==> src/shared/nvmuc_consts.svh <==
// Offsets, field positions, reset values and timing counts of the NVM unlock block.
// Assumes byte-wide registers on a plain strobe port, one clock at 40 MHz.
`ifndef NVMUC_CONSTS_SVH
`define NVMUC_CONSTS_SVH
// ----------------------------------------------------------------------------
// Register offsets
// ----------------------------------------------------------------------------
`define NVMUC_OFS_CONTROL 4'h0
`define NVMUC_OFS_UNLOCK 4'h1
`define NVMUC_OFS_ADDR_LO 4'h2
`define NVMUC_OFS_ADDR_HI 4'h3
`define NVMUC_OFS_DATA_LO 4'h4
`define NVMUC_OFS_DATA_HI 4'h5
`define NVMUC_OFS_IRQ_STATUS 4'h6
`define NVMUC_OFS_IRQ_MASK 4'h7
// ----------------------------------------------------------------------------
// Control register fields
// ----------------------------------------------------------------------------
`define NVMUC_CTL_READ 0
`define NVMUC_CTL_WRITE 1
`define NVMUC_CTL_ALLOW 2
`define NVMUC_CTL_ERROR 3
`define NVMUC_CTL_ERASE 4
`define NVMUC_CTL_LATCH 5
`define NVMUC_CTL_REGION 6
`define NVMUC_CTL_WMASK 8'h7C
// ----------------------------------------------------------------------------
// Unlock pattern, reset values, timing
// ----------------------------------------------------------------------------
`define NVMUC_KEY_FIRST 8'h55
`define NVMUC_KEY_SECOND 8'hAA
`define NVMUC_ADDR_HI_TOP 8'h80
`define NVMUC_RESET_BYTE 8'h00
`define NVMUC_PROG_TIME_US 2
`define NVMUC_CLK_MHZ 40
`define NVMUC_PROG_CYCLES (`NVMUC_PROG_TIME_US * `NVMUC_CLK_MHZ)
`define NVMUC_PROT_LIMIT 15'h0100
`endif

==> src/shared/nvmuc_pkg.sv <==
// Types of the NVM unlock block.
// Assumes the constants header is included where offsets are needed.
package nvmuc_pkg;
    // ------------------------------------------------------------------------
    // Operation states, unlock key states and array request
    // ------------------------------------------------------------------------
    typedef enum logic [3:0] {
        NVMUC_IDLE = 4'b0001,
        NVMUC_READ = 4'b0010,
        NVMUC_PROG = 4'b0100,
        NVMUC_DONE = 4'b1000
    } nvmuc_state_t;

    typedef enum logic [1:0] {
        NVMUC_KEY_NONE = 2'b01,
        NVMUC_KEY_HALF = 2'b10
    } nvmuc_key_t;

    typedef struct packed {
        logic rd;
        logic wr;
        logic erase;
        logic latch_only;
        logic eeprom;
        logic [14:0] addr;
        logic [13:0] wdata;
    } nvmuc_req_t;
endpackage

==> src/core/nvmuc_unlock.sv <==
// Two-byte unlock sequence tracker of the NVM unlock block.
// Assumes unlock writes arrive as one-cycle strobes on the same clock.
`timescale 1ns/1ps
`default_nettype none
`include "nvmuc_consts.svh"
module nvmuc_unlock (
    input wire logic clk_i,
    input wire logic rst_i,
    input wire logic key_we_i,
    input wire logic [7:0] key_i,
    input wire logic other_we_i,
    input wire logic consume_i,
    output logic armed_o,
    output logic broken_o
);
    import nvmuc_pkg::*;

    typedef struct packed {
        nvmuc_key_t key;
        logic armed;
        logic broken;
    } nvmuc_unl_t;

    nvmuc_unl_t q;
    nvmuc_unl_t next_q;

    // ------------------------------------------------------------------------
    // Sequence tracking
    // ------------------------------------------------------------------------
    // Any other register write between the two bytes breaks the sequence; the
    // armed state lasts only until the next write of any kind.
    always_comb begin
        next_q = q;
        next_q.broken = 1'b0;
        if (consume_i || other_we_i) begin
            next_q.armed = 1'b0;
        end
        if (key_we_i) begin
            next_q.armed = 1'b0;
            if (key_i == `NVMUC_KEY_FIRST) begin
                next_q.key = NVMUC_KEY_HALF;
            end else if (key_i == `NVMUC_KEY_SECOND && q.key == NVMUC_KEY_HALF) begin
                next_q.key = NVMUC_KEY_NONE;
                next_q.armed = 1'b1;
            end else begin
                next_q.key = NVMUC_KEY_NONE;
                next_q.broken = (q.key == NVMUC_KEY_HALF);
            end
        end else if (other_we_i && q.key == NVMUC_KEY_HALF) begin
            next_q.key = NVMUC_KEY_NONE;
            next_q.broken = ~consume_i;
        end
    end

    // State register.
    always_ff @(posedge clk_i) begin
        if (rst_i) begin
            q <= '{key: NVMUC_KEY_NONE, armed: 1'b0, broken: 1'b0};
        end else begin
            q <= next_q;
        end
    end

    assign armed_o = q.armed;
    assign broken_o = q.broken;

    // ------------------------------------------------------------------------
    // Checks
    // ------------------------------------------------------------------------
    AST_ARM_NEEDS_PAIR: assert property (@(posedge clk_i) disable iff (rst_i)
        $rose(armed_o) |-> $past(key_we_i) && $past(key_i) == `NVMUC_KEY_SECOND)
        else $error("Unlock armed without second key byte.");
endmodule
`default_nettype wire

==> src/core/nvmuc_timer.sv <==
// Self-timing counter for program and erase operations.
// Assumes a one-cycle start pulse; done pulses once the count expires.
`timescale 1ns/1ps
`default_nettype none
`include "nvmuc_consts.svh"
module nvmuc_timer (
    input wire logic clk_i,
    input wire logic rst_i,
    input wire logic start_i,
    output logic busy_o,
    output logic done_o
);
    import nvmuc_pkg::*;

    typedef struct packed {
        logic [7:0] count;
        logic busy;
        logic done;
    } nvmuc_tmr_t;

    localparam logic [7:0] PROG_CYCLES = 8'(`NVMUC_PROG_CYCLES);

    nvmuc_tmr_t q;
    nvmuc_tmr_t next_q;

    // ------------------------------------------------------------------------
    // Countdown
    // ------------------------------------------------------------------------
    // A start while busy is ignored so that a running cycle cannot be cut short.
    always_comb begin
        next_q = q;
        next_q.done = 1'b0;
        if (q.busy) begin
            if (q.count == 8'h01) begin
                next_q.busy = 1'b0;
                next_q.done = 1'b1;
            end
            next_q.count = q.count - 8'h01;
        end else if (start_i) begin
            next_q.busy = 1'b1;
            next_q.count = PROG_CYCLES;
        end
    end

    // State register.
    always_ff @(posedge clk_i) begin
        if (rst_i) begin
            q <= '{count: 8'h00, busy: 1'b0, done: 1'b0};
        end else begin
            q <= next_q;
        end
    end

    assign busy_o = q.busy;
    assign done_o = q.done;
endmodule
`default_nettype wire

==> src/core/nvmuc_top.sv <==
// Register front end and sequencer of the NVM unlock block.
// Assumes a byte-wide strobe port on CLK_I and an array that answers reads in one cycle.
//
// Operation
// - Write start sets only right after the unlock pattern; otherwise nothing starts.
// - Clearing write start during a running program or erase does nothing.
// - EEPROM reads load only the low data byte; high byte stays.
// - Top bit of the high address register always reads one.
// - High data register holds word bits thirteen to eight.
//
// Chosen here: the register addresses and the strobed register port.
`timescale 1ns/1ps
`default_nettype none
`include "nvmuc_consts.svh"
module nvmuc_top (
    input wire logic CLK_I,
    input wire logic RST_I,
    input wire logic [3:0] ADDR_I,
    input wire logic [7:0] WDATA_I,
    input wire logic WE_I,
    input wire logic RE_I,
    output logic [7:0] RDATA_O,
    output logic IRQ_O,
    output nvmuc_pkg::nvmuc_req_t ARRAY_REQ_O,
    input wire logic [13:0] ARRAY_RDATA_I,
    input wire logic PROT_DISABLE_I
);
    import nvmuc_pkg::*;

    typedef struct packed {
        nvmuc_state_t state;
        logic [7:0] ctl;
        logic [14:0] addr;
        logic [13:0] data;
        logic irq_status;
        logic irq_mask;
        logic [7:0] rdata;
        nvmuc_req_t req;
        logic prot_meta;
        logic prot_off;
    } nvmuc_regs_t;

    nvmuc_regs_t q;
    nvmuc_regs_t next_q;
    logic armed;
    logic broken;
    logic tmr_start;
    logic tmr_busy;
    logic tmr_done;
    logic wr_ctl;
    logic protected_addr;
    logic [7:0] rd_mux;

    // ------------------------------------------------------------------------
    // Sub-blocks
    // ------------------------------------------------------------------------
    nvmuc_unlock u_unlock (
        .clk_i(CLK_I),
        .rst_i(RST_I),
        .key_we_i(WE_I && ADDR_I == `NVMUC_OFS_UNLOCK),
        .key_i(WDATA_I),
        .other_we_i(WE_I && ADDR_I != `NVMUC_OFS_UNLOCK),
        .consume_i(wr_ctl && WDATA_I[`NVMUC_CTL_WRITE]),
        .armed_o(armed),
        .broken_o(broken)
    );

    nvmuc_timer u_timer (
        .clk_i(CLK_I),
        .rst_i(RST_I),
        .start_i(tmr_start),
        .busy_o(tmr_busy),
        .done_o(tmr_done)
    );

    // Low addresses are protected while the region bit held before the start write selects program memory, unless the strap input lifts it.
    assign protected_addr = ~q.prot_off && ~q.ctl[`NVMUC_CTL_REGION]
                            && q.addr < `NVMUC_PROT_LIMIT;
    assign wr_ctl = WE_I && ADDR_I == `NVMUC_OFS_CONTROL;
    assign tmr_start = q.state == NVMUC_IDLE && wr_ctl && WDATA_I[`NVMUC_CTL_WRITE]
                       && armed && q.ctl[`NVMUC_CTL_ALLOW] && ~protected_addr;

    // ------------------------------------------------------------------------
    // Read multiplexer
    // ------------------------------------------------------------------------
    // Reserved bits read as zero except the top address bit.
    always_comb begin
        rd_mux = `NVMUC_RESET_BYTE;
        unique case (ADDR_I)
            `NVMUC_OFS_CONTROL: rd_mux = q.ctl;
            `NVMUC_OFS_ADDR_LO: rd_mux = q.addr[7:0];
            `NVMUC_OFS_ADDR_HI: rd_mux = `NVMUC_ADDR_HI_TOP | {1'b0, q.addr[14:8]};
            `NVMUC_OFS_DATA_LO: rd_mux = q.data[7:0];
            `NVMUC_OFS_DATA_HI: rd_mux = {2'b00, q.data[13:8]};
            `NVMUC_OFS_IRQ_STATUS: rd_mux = {7'h00, q.irq_status};
            `NVMUC_OFS_IRQ_MASK: rd_mux = {7'h00, q.irq_mask};
            default: rd_mux = `NVMUC_RESET_BYTE;
        endcase
    end

    // ------------------------------------------------------------------------
    // Register writes and sequencer
    // ------------------------------------------------------------------------
    // Hardware events are applied after software writes so a set wins a clear.
    always_comb begin
        next_q = q;
        // The strap pin is asynchronous, so it passes two flip-flops first.
        next_q.prot_meta = PROT_DISABLE_I;
        next_q.prot_off = q.prot_meta;
        next_q.req.rd = 1'b0;
        next_q.req.wr = 1'b0;
        next_q.rdata = RE_I ? rd_mux : `NVMUC_RESET_BYTE;
        if (WE_I) begin
            unique case (ADDR_I)
                `NVMUC_OFS_CONTROL: begin
                    next_q.ctl = (q.ctl & ~`NVMUC_CTL_WMASK) | (WDATA_I & `NVMUC_CTL_WMASK);
                    // Start bits are set-only; zero writes leave them alone.
                    if (WDATA_I[`NVMUC_CTL_READ] && q.state == NVMUC_IDLE) begin
                        next_q.ctl[`NVMUC_CTL_READ] = 1'b1;
                        next_q.state = NVMUC_READ;
                        next_q.req.rd = 1'b1;
                    end
                end
                `NVMUC_OFS_ADDR_LO: next_q.addr[7:0] = WDATA_I;
                `NVMUC_OFS_ADDR_HI: next_q.addr[14:8] = WDATA_I[6:0];
                `NVMUC_OFS_DATA_LO: next_q.data[7:0] = WDATA_I;
                `NVMUC_OFS_DATA_HI: next_q.data[13:8] = WDATA_I[5:0];
                `NVMUC_OFS_IRQ_STATUS: next_q.irq_status = q.irq_status & ~WDATA_I[0];
                `NVMUC_OFS_IRQ_MASK: next_q.irq_mask = WDATA_I[0];
                default: ;
            endcase
        end
        // The request carries the settings written together with a start bit.
        next_q.req.addr = next_q.addr;
        next_q.req.wdata = next_q.data;
        next_q.req.eeprom = next_q.ctl[`NVMUC_CTL_REGION];
        next_q.req.erase = next_q.ctl[`NVMUC_CTL_ERASE];
        next_q.req.latch_only = next_q.ctl[`NVMUC_CTL_LATCH];
        if (tmr_start) begin
            next_q.ctl[`NVMUC_CTL_WRITE] = 1'b1;
            next_q.state = NVMUC_PROG;
            next_q.req.wr = 1'b1;
        end else if (wr_ctl && WDATA_I[`NVMUC_CTL_WRITE] && q.state == NVMUC_IDLE) begin
            if (protected_addr || !armed) begin
                next_q.ctl[`NVMUC_CTL_ERROR] = 1'b1;
            end
        end
        if (broken) begin
            next_q.ctl[`NVMUC_CTL_ERROR] = 1'b1;
        end
        unique case (q.state)
            NVMUC_IDLE: ;
            NVMUC_READ: begin
                // The array word is captured in the same cycle as the rd request pulse.
                next_q.data[7:0] = ARRAY_RDATA_I[7:0];
                if (!q.ctl[`NVMUC_CTL_REGION]) begin
                    next_q.data[13:8] = ARRAY_RDATA_I[13:8];
                end
                next_q.ctl[`NVMUC_CTL_READ] = 1'b0;
                next_q.state = NVMUC_DONE;
            end
            NVMUC_PROG: begin
                next_q.ctl[`NVMUC_CTL_WRITE] = 1'b1;
                if (tmr_done) begin
                    next_q.ctl[`NVMUC_CTL_WRITE] = 1'b0;
                    next_q.state = NVMUC_DONE;
                end
            end
            NVMUC_DONE: begin
                next_q.irq_status = 1'b1;
                next_q.state = NVMUC_IDLE;
            end
            default: next_q.state = NVMUC_IDLE;
        endcase
    end

    // ------------------------------------------------------------------------
    // State register
    // ------------------------------------------------------------------------
    always_ff @(posedge CLK_I) begin
        if (RST_I) begin
            q <= '{state: NVMUC_IDLE, ctl: `NVMUC_RESET_BYTE, addr: 15'h0000,
                   data: 14'h0000, irq_status: 1'b0, irq_mask: 1'b0,
                   rdata: `NVMUC_RESET_BYTE, req: '0, prot_meta: 1'b0,
                   prot_off: 1'b0};
        end else begin
            q <= next_q;
        end
    end

    assign RDATA_O = q.rdata;
    assign IRQ_O = q.irq_status & q.irq_mask;
    assign ARRAY_REQ_O = q.req;

    // ------------------------------------------------------------------------
    // Checks
    // ------------------------------------------------------------------------
    AST_WR_NEEDS_UNLOCK: assert property (@(posedge CLK_I) disable iff (RST_I)
        $rose(q.ctl[`NVMUC_CTL_WRITE]) |-> $past(armed))
        else $error("Write start set without unlock.");
    AST_WR_HOLDS: assert property (@(posedge CLK_I) disable iff (RST_I)
        q.state == NVMUC_PROG && !tmr_done |=> q.ctl[`NVMUC_CTL_WRITE])
        else $error("Write start dropped during operation.");
    AST_RD_CLEARS: assert property (@(posedge CLK_I) disable iff (RST_I)
        $rose(q.ctl[`NVMUC_CTL_READ]) |=> !q.ctl[`NVMUC_CTL_READ])
        else $error("Read start not cleared after read.");
    AST_RD_LOADS: assert property (@(posedge CLK_I) disable iff (RST_I)
        q.state == NVMUC_READ |=> q.data[7:0] == $past(ARRAY_RDATA_I[7:0]))
        else $error("Read did not load low data byte.");
    AST_EE_KEEPS_HIGH: assert property (@(posedge CLK_I) disable iff (RST_I)
        q.state == NVMUC_READ && q.ctl[`NVMUC_CTL_REGION] |=> $stable(q.data[13:8]))
        else $error("EEPROM read changed high data byte.");
    AST_ADDR_TOP_ONE: assert property (@(posedge CLK_I) disable iff (RST_I)
        RE_I && ADDR_I == `NVMUC_OFS_ADDR_HI |=> RDATA_O[7])
        else $error("Top address bit read as zero.");
    AST_DATA_HI_ZERO: assert property (@(posedge CLK_I) disable iff (RST_I)
        RE_I && ADDR_I == `NVMUC_OFS_DATA_HI |=> RDATA_O[7:6] == 2'b00)
        else $error("High data reserved bits not zero.");
    AST_PROT_ERROR: assert property (@(posedge CLK_I) disable iff (RST_I)
        wr_ctl && WDATA_I[`NVMUC_CTL_WRITE] && q.state == NVMUC_IDLE && protected_addr
        |=> q.ctl[`NVMUC_CTL_ERROR] && q.state == NVMUC_IDLE)
        else $error("Protected write did not flag error.");
    AST_WR_FINISHES: assert property (@(posedge CLK_I) disable iff (RST_I)
        $rose(q.ctl[`NVMUC_CTL_WRITE]) |-> ##[80:82] !q.ctl[`NVMUC_CTL_WRITE])
        else $error("Write did not finish in time.");
    COV_READ: cover property (@(posedge CLK_I) q.state == NVMUC_READ);
    COV_PROG: cover property (@(posedge CLK_I) q.state == NVMUC_PROG);
    COV_ERROR: cover property (@(posedge CLK_I) $rose(q.ctl[`NVMUC_CTL_ERROR]));
    COV_IRQ: cover property (@(posedge CLK_I) $rose(IRQ_O));
endmodule
`default_nettype wire

==> config.mk <==
export PLATFORM = sky130hd
export DESIGN_NAME = nvmuc_top
export DESIGN_NICKNAME = d
export VERILOG_FILES = /design/src/shared/nvmuc_pkg.sv /design/src/core/nvmuc_unlock.sv /design/src/core/nvmuc_timer.sv /design/src/core/nvmuc_top.sv
export VERILOG_INCLUDE_DIRS = /design/src /design/src/shared
export SDC_FILE = /design/constraint.sdc
export NUM_CORES = 1
export LEC_CHECK = 0
export ABC_AREA = 1
export ABC_CLOCK_PERIOD_IN_PS = 1700
export BUFFER_PORTS_ARGS = -buffer_cell sky130_fd_sc_hd__buf_2
export CORE_UTILIZATION = 30
export CTS_CLUSTER_DIAMETER = 120
export DETAILED_ROUTE_END_ITERATION = 8
export GPL_TIMING_DRIVEN = 0
export PLACE_DENSITY = 0.62
export SLEW_MARGIN = 15
export SYNTH_ARGS = -nofsm -noshare
export SYNTH_HDL_FRONTEND = slang
export SYNTH_HIERARCHICAL = 1
export SYNTH_SLANG_ARGS = --single-unit
==> constraint.sdc <==
create_clock -name CLK_I -period 1.7 [get_ports CLK_I]
set_input_delay 0.34 -clock CLK_I [delete_from_list [all_inputs] [get_ports CLK_I]]
set_output_delay 0.34 -clock CLK_I [all_outputs]
set_load 0.05 [all_outputs]
== After elaboration in Yosys (flattened, before gate mapping) ==
Cells that the tools add are included.
Word-level totals
  bits in registers: 86
  word-level logic and storage cells: 130
Cells by class
  $add $sub $neg: 1
  order comparisons: 1
  equality and inequality tests: 16
  mux-type cells: 39
  bitwise operators: 12
  reduce and logical (&&, ||, !) cells: 36
Operator list (number)
  8-bit case mux with 7 select lines: 1
  43-bit 2-to-1 mux: 1
  4-bit by 3-bit equality test with 1-bit output (second input constant): 5
  1-bit 2-to-1 mux: 19
  9-bit 2-to-1 mux: 2
  8-bit 2-to-1 mux: 2
  1-bit logical AND: 15
  15-bit by 9-bit < comparator with 1-bit output (second input constant): 1
  14-bit 2-to-1 mux: 1
  4-bit by 2-bit equality test with 1-bit output (second input constant): 3
  12-bit 2-to-1 mux: 1
  4-bit 2-to-1 mux: 3
  6-bit 2-to-1 mux: 2
  4-bit case mux with 3 select lines: 1
  2-bit AND reduction: 6
  2-bit 2-to-1 mux: 5
  2-bit nonzero test: 5
  1-bit inverter: 9
  4-bit by 1-bit equality test with 1-bit output (second input constant): 2
  8-bit by 1-bit equality test with 1-bit output (second input constant): 1
  8-bit by 7-bit equality test with 1-bit output (second input constant): 1
  8-bit equality test (second input constant): 1
  8-bit by 7-bit OR with 8-bit output: 1
  8-bit by 1-bit subtractor with 8-bit output (second input constant): 1
  other kinds (11): 16

== Longest topological paths before layout ==
  depth after elaboration: 10
  depth in mapped cells: 14

== By module ==
Netlist, hierarchy kept.
By module, submodules not included
  nvmuc_top: instances 1, cells an instance 477, area each 3352.0 um^2, sequential area each 1361.3 um^2
  nvmuc_timer: instances 1, cells an instance 76, area each 506.7 um^2, sequential area each 200.2 um^2
  nvmuc_unlock: instances 1, cells an instance 42, area each 245.2 um^2, sequential area each 80.1 um^2

== Worst setup path before layout ==
Ideal clock, no wire load.
  path kind: in2reg
  from: in ADDR_I[0]
  to: reg u_timer/q[7] in the netlist's numbering
  library setup time: 0.110 ns
  arrival: 1.488 ns
  required time: 1.590 ns
  slack: 0.103 ns
  stages: 14
  buffers on the path: 0
  path through: nor2_1 -> nand2_2 -> inv_2 -> nand3_1 -> nor2_1 -> nand2_1 -> inv_1 -> inv_1 -> nor2_1 -> inv_1 -> nand2_1 -> nand2_1 -> inv_1 -> nor2_1
Between the ends
  cells in the longest elaborated chain, start to end: 8
RTL lines
  start, declared: RTL line nvmuc_top.sv:18  | input wire logic [3:0] ADDR_I,
  4-bit logical NOT
  1-bit logical AND (no source line)
  1-bit logical AND (5 in series): RTL line nvmuc_top.sv:80  | assign tmr_start = q.state == NVMUC_IDLE && wr_ctl && WDATA_I[`NVMUC_CTL_WRITE]
  2-bit nonzero test (no source line)
  end signal, assigned: RTL line nvmuc_timer.sv:48  | q <= '{count: 8'h00, busy: 1'b0, done: 1'b0};
  end signal, assigned: RTL line nvmuc_timer.sv:50  | q <= next_q;
  end, declared: RTL line nvmuc_timer.sv:23  | nvmuc_tmr_t q;
No other way between the ends.
A chain may end at the register's enable or synchronous reset.

== Worst setup path in the final report ==
  from: in RST_I
  to: reg q, in the netlist RDATA_O[0]
Between the ends
  cells in the longest elaborated chain, start to end: 1
RTL lines
  start, declared: RTL line nvmuc_top.sv:17  | input wire logic RST_I,
  2-bit OR reduction (no source line)
  end signal, assigned: RTL line nvmuc_top.sv:182  | q <= '{state: NVMUC_IDLE, ctl: `NVMUC_RESET_BYTE, addr: 15'h0000,
  end signal, assigned: RTL line nvmuc_top.sv:187  | q <= next_q;
  end, declared: RTL line nvmuc_top.sv:43  | nvmuc_regs_t q;
No other way between the ends.

==> impl_metrics.env <==
export IMPL_grt_pass1_wl_um=17200
export IMPL_seq_area_mm2=0.00165
export IMPL_wl_per_cell_um=12.3
export IMPL_totalNegativeSetupSlack_ns=0
export IMPL_max_cap_violations=0
export IMPL_io_buffers=73
export IMPL_gr_total_overflow=0
export IMPL_die_area_mm2=0.0142
export IMPL_clock_latency_ns=0.35
export IMPL_rows=42
export IMPL_clock_root_buffer="clkbuf_16"
export IMPL_finalCritPeriodShare_pct=95.1
export IMPL_place_ws_ns=-0.452
export IMPL_critPathArrivalTime_ns=1.80
export IMPL_post_route_min_period_ns=1.62
export IMPL_multi_input_area_mm2=0.00174
export IMPL_via_count=3753
export IMPL_fin_nets=717
export IMPL_status="finished, final reports clean"
export IMPL_skew_ns=0.00775
export IMPL_antenna_left=0
export IMPL_drcViolationCount=0
export IMPL_intPower_w=0.00341
export IMPL_postPlaceCellArea_mm2=0.00469
export IMPL_die_h_um=119
export IMPL_ir_drop_mv=0.412
export IMPL_switchingPower_w=0.00111
export IMPL_syn_cell_area_mm2=0.00410
export IMPL_hp_class="primary input to flip-flop"
export IMPL_grtUsageTotal_pct=15.8
export IMPL_dp_hpwl_um=7950
export IMPL_core_area_mm2=0.0133
export IMPL_nFillCells=1422
export IMPL_synth_cells=595
export IMPL_pwr_share_comb_pct=8.1
export IMPL_ys_ff_latch=82
export IMPL_yosysWarnings=6
export IMPL_crit_required_ns=1.88
export IMPL_h_tree_depth=3
export IMPL_syn_nets=628
export IMPL_end_kind="flip-flop"
export IMPL_p_leak_nw=2.60
export IMPL_dieWidth_um=119
export IMPL_avgSynthCellArea_um2=6.90
export IMPL_cts_hold_buf=0
export IMPL_swShare_pct=24.6
export IMPL_grt_max_degree=16
export IMPL_cts_sinks=82
export IMPL_synthToLayoutAreaGrowth_pct=23.9
export IMPL_max_freq_mhz=619
export IMPL_worst_pin_slew_ns=0.859
export IMPL_antenna_found_initial=0
export IMPL_gp_congestion=0.844
export IMPL_postLayoutSetupSlackWorst_ns=0.0837
export IMPL_start_util_pct=30.9
export IMPL_tritoncts="built"
export IMPL_final_layout_size_suffix_gt1_share_pct=28.7
export IMPL_num_antenna_cells=0
export IMPL_viasPerCell=4.34
export IMPL_io_pins=74
export IMPL_final_setup_viol_count=0
export IMPL_p_clk_share_pct=48.4
export IMPL_final_area_mm2=0.00508
export IMPL_cts_max_path_buffers=2
export IMPL_drt_pass1_iter_count=5
export IMPL_timing_slew_headroom_pct=42.7
export IMPL_clk_pin_slew_ns=0.07
export IMPL_seq_area_frac_synth_pct=40.0
export IMPL_critical_path_class="primary input to flip-flop"
export IMPL_ys_types=32
export IMPL_cp_start_kind="primary input"
export IMPL_hold_viol_final=0
export IMPL_crit_fanout=10
export IMPL_power_density_mw_per_mm2=889
export IMPL_numCtsBuffers=9
export IMPL_p_seq_share_pct=43.5
export IMPL_finalMaxSlewViolations=0
export IMPL_drt_iter0_drc=322
export IMPL_routed_wirelength_um=10600
export IMPL_grt_pass1_vias=3478
routing by layer:
metal / routed length [µm] / global-route usage (%)
met2: 4950 / 25.5
met4: 232 / 6.65
met3: 552 / 3.69
met5: 0 / 0
met1: 4900 / 20.1
worst max-delay path, stage by stage:
cell	delay [ns]
buf_2	0.19
clkbuf_1	0.44
inv_1	0.22
o2111ai_1	0.45
a21oi_1	0.15
power groups by stage:
stage	combinational, W	sequential [W]	clock, W
3_3_place_gp	0.000363	0.00201	0
5_1_grt	0.000407	0.00197	0.00232
4_1_cts	0.000367	0.00196	0.00223
2_1_floorplan	0.000235	0.00200	0
6_report	0.000366	0.00197	0.00219
3_5_place_dp	0.000364	0.00201	0
cell type report:
cell class / count / share of cell area, %
buffer: 55 / 7.60
tap: 176 / 4.33
inverter: 92 / 6.94
timing repair buffer: 78 / 7.92
clock inverter: 6 / 1.89
multi-input combinational: 366 / 34.2
clock buffer: 10 / 4.70
sequential: 82 / 32.4
cells in the mapped netlist (all sizes together):
library cell  count  area (µm²)
o2111ai           1        8.76
o22ai             1        6.26
clkbuf            5        20.0
and2              1        6.26
nor3              6        35.0
inv              91         342
a21oi            42         210
clkinv            1        8.76
dfxtp            82        1640
a211oi            3        22.5
nand3            56         280
nor2             76         342
o21ai            20         123
nand2           147         594
buf              50         367
or2               8        50.1
o211ai            2        15.0
a21o              1        7.51
ha                2        25.0
placed cells by master, fill, tap and decap left out, drive strengths merged:
cell / netlist / layout
inv: 91 / 94
clkinv: 1 / 1
a21o: 1 / 1
clkbuf: 5 / 15
dfxtp: 82 / 82
a21oi: 42 / 42
o22ai: 1 / 1
clkinvlp: 0 / 1
buf: 50 / 128
ha: 2 / 2
o2111ai: 1 / 1
nor2: 76 / 76
nand2: 147 / 147
and2: 1 / 1
or2: 8 / 8
o211ai: 2 / 2
nor3: 6 / 6
o21ai: 20 / 20
nand3: 56 / 56
a211oi: 3 / 3
bufinv: 0 / 2
path summary, 6_finish.rpt:
kind / startpoint / to / slack, ns / cells after the start
max: RST_I / RDATA_O[0]$_SDFF_PP0_ / 0.08 / 5
min reg2reg: next_q[0]$_SDFF_PP0_ / q[0]$_SDFF_PP0_ / 0.41 / 2
max reg2reg: q[85]$_SDFF_PP0_ / u_timer/q[7]$_SDFFE_PP0P_ / 0.13 / 14
min: PROT_DISABLE_I / next_q[0]$_SDFF_PP0_ / 0.20 / 3
cell families (layout without fill, tap and decap cells):
kind of cell    count (synthesis)  after routing  share of synthesized area (%)
simple gates                  294            294                           31.9
flops                          82             82                           40.0
compound gates                 70             70                           9.57
buf+inv                       147            241                           18.0
fa+ha+maj                       2              2                          0.610
registers in the layout, summed over array words and instances (netlist names):
signal,flops
q,28
u_unlock/armed_o,1
ARRAY_REQ_O,31
u_unlock/q,2
u_timer/done_o,1
RDATA_O,8
u_timer/q,8
next_q,1
u_timer/busy_o,1
u_unlock/broken_o,1
per-stage QoR:
stage / power [W] / utilization, % / hold slack [ns] / instances
6_report: 0.00452 / 38.2 / 0.196 / 865
5_1_grt: 0.00469 / 38.2 / 0.218 / 865
4_1_cts: 0.00456 / 37.9 / 0.198 / 860
3_5_place_dp: 0.00237 / 35.3 / 0.408 / 844
3_3_place_gp: 0.00237 / 35.3 / 0.401 / 844
2_1_floorplan: 0.00224 / - / 0.388 / 595
repair_timing:
action | in CTS | in global routing
pin swaps | 0 | 4
endpoints found under the setup margin | 5 | 5
setup buffers | 0 | 5
resized for setup | 3 | 12
No activity file was read; power rests on OpenSTA's default activity.
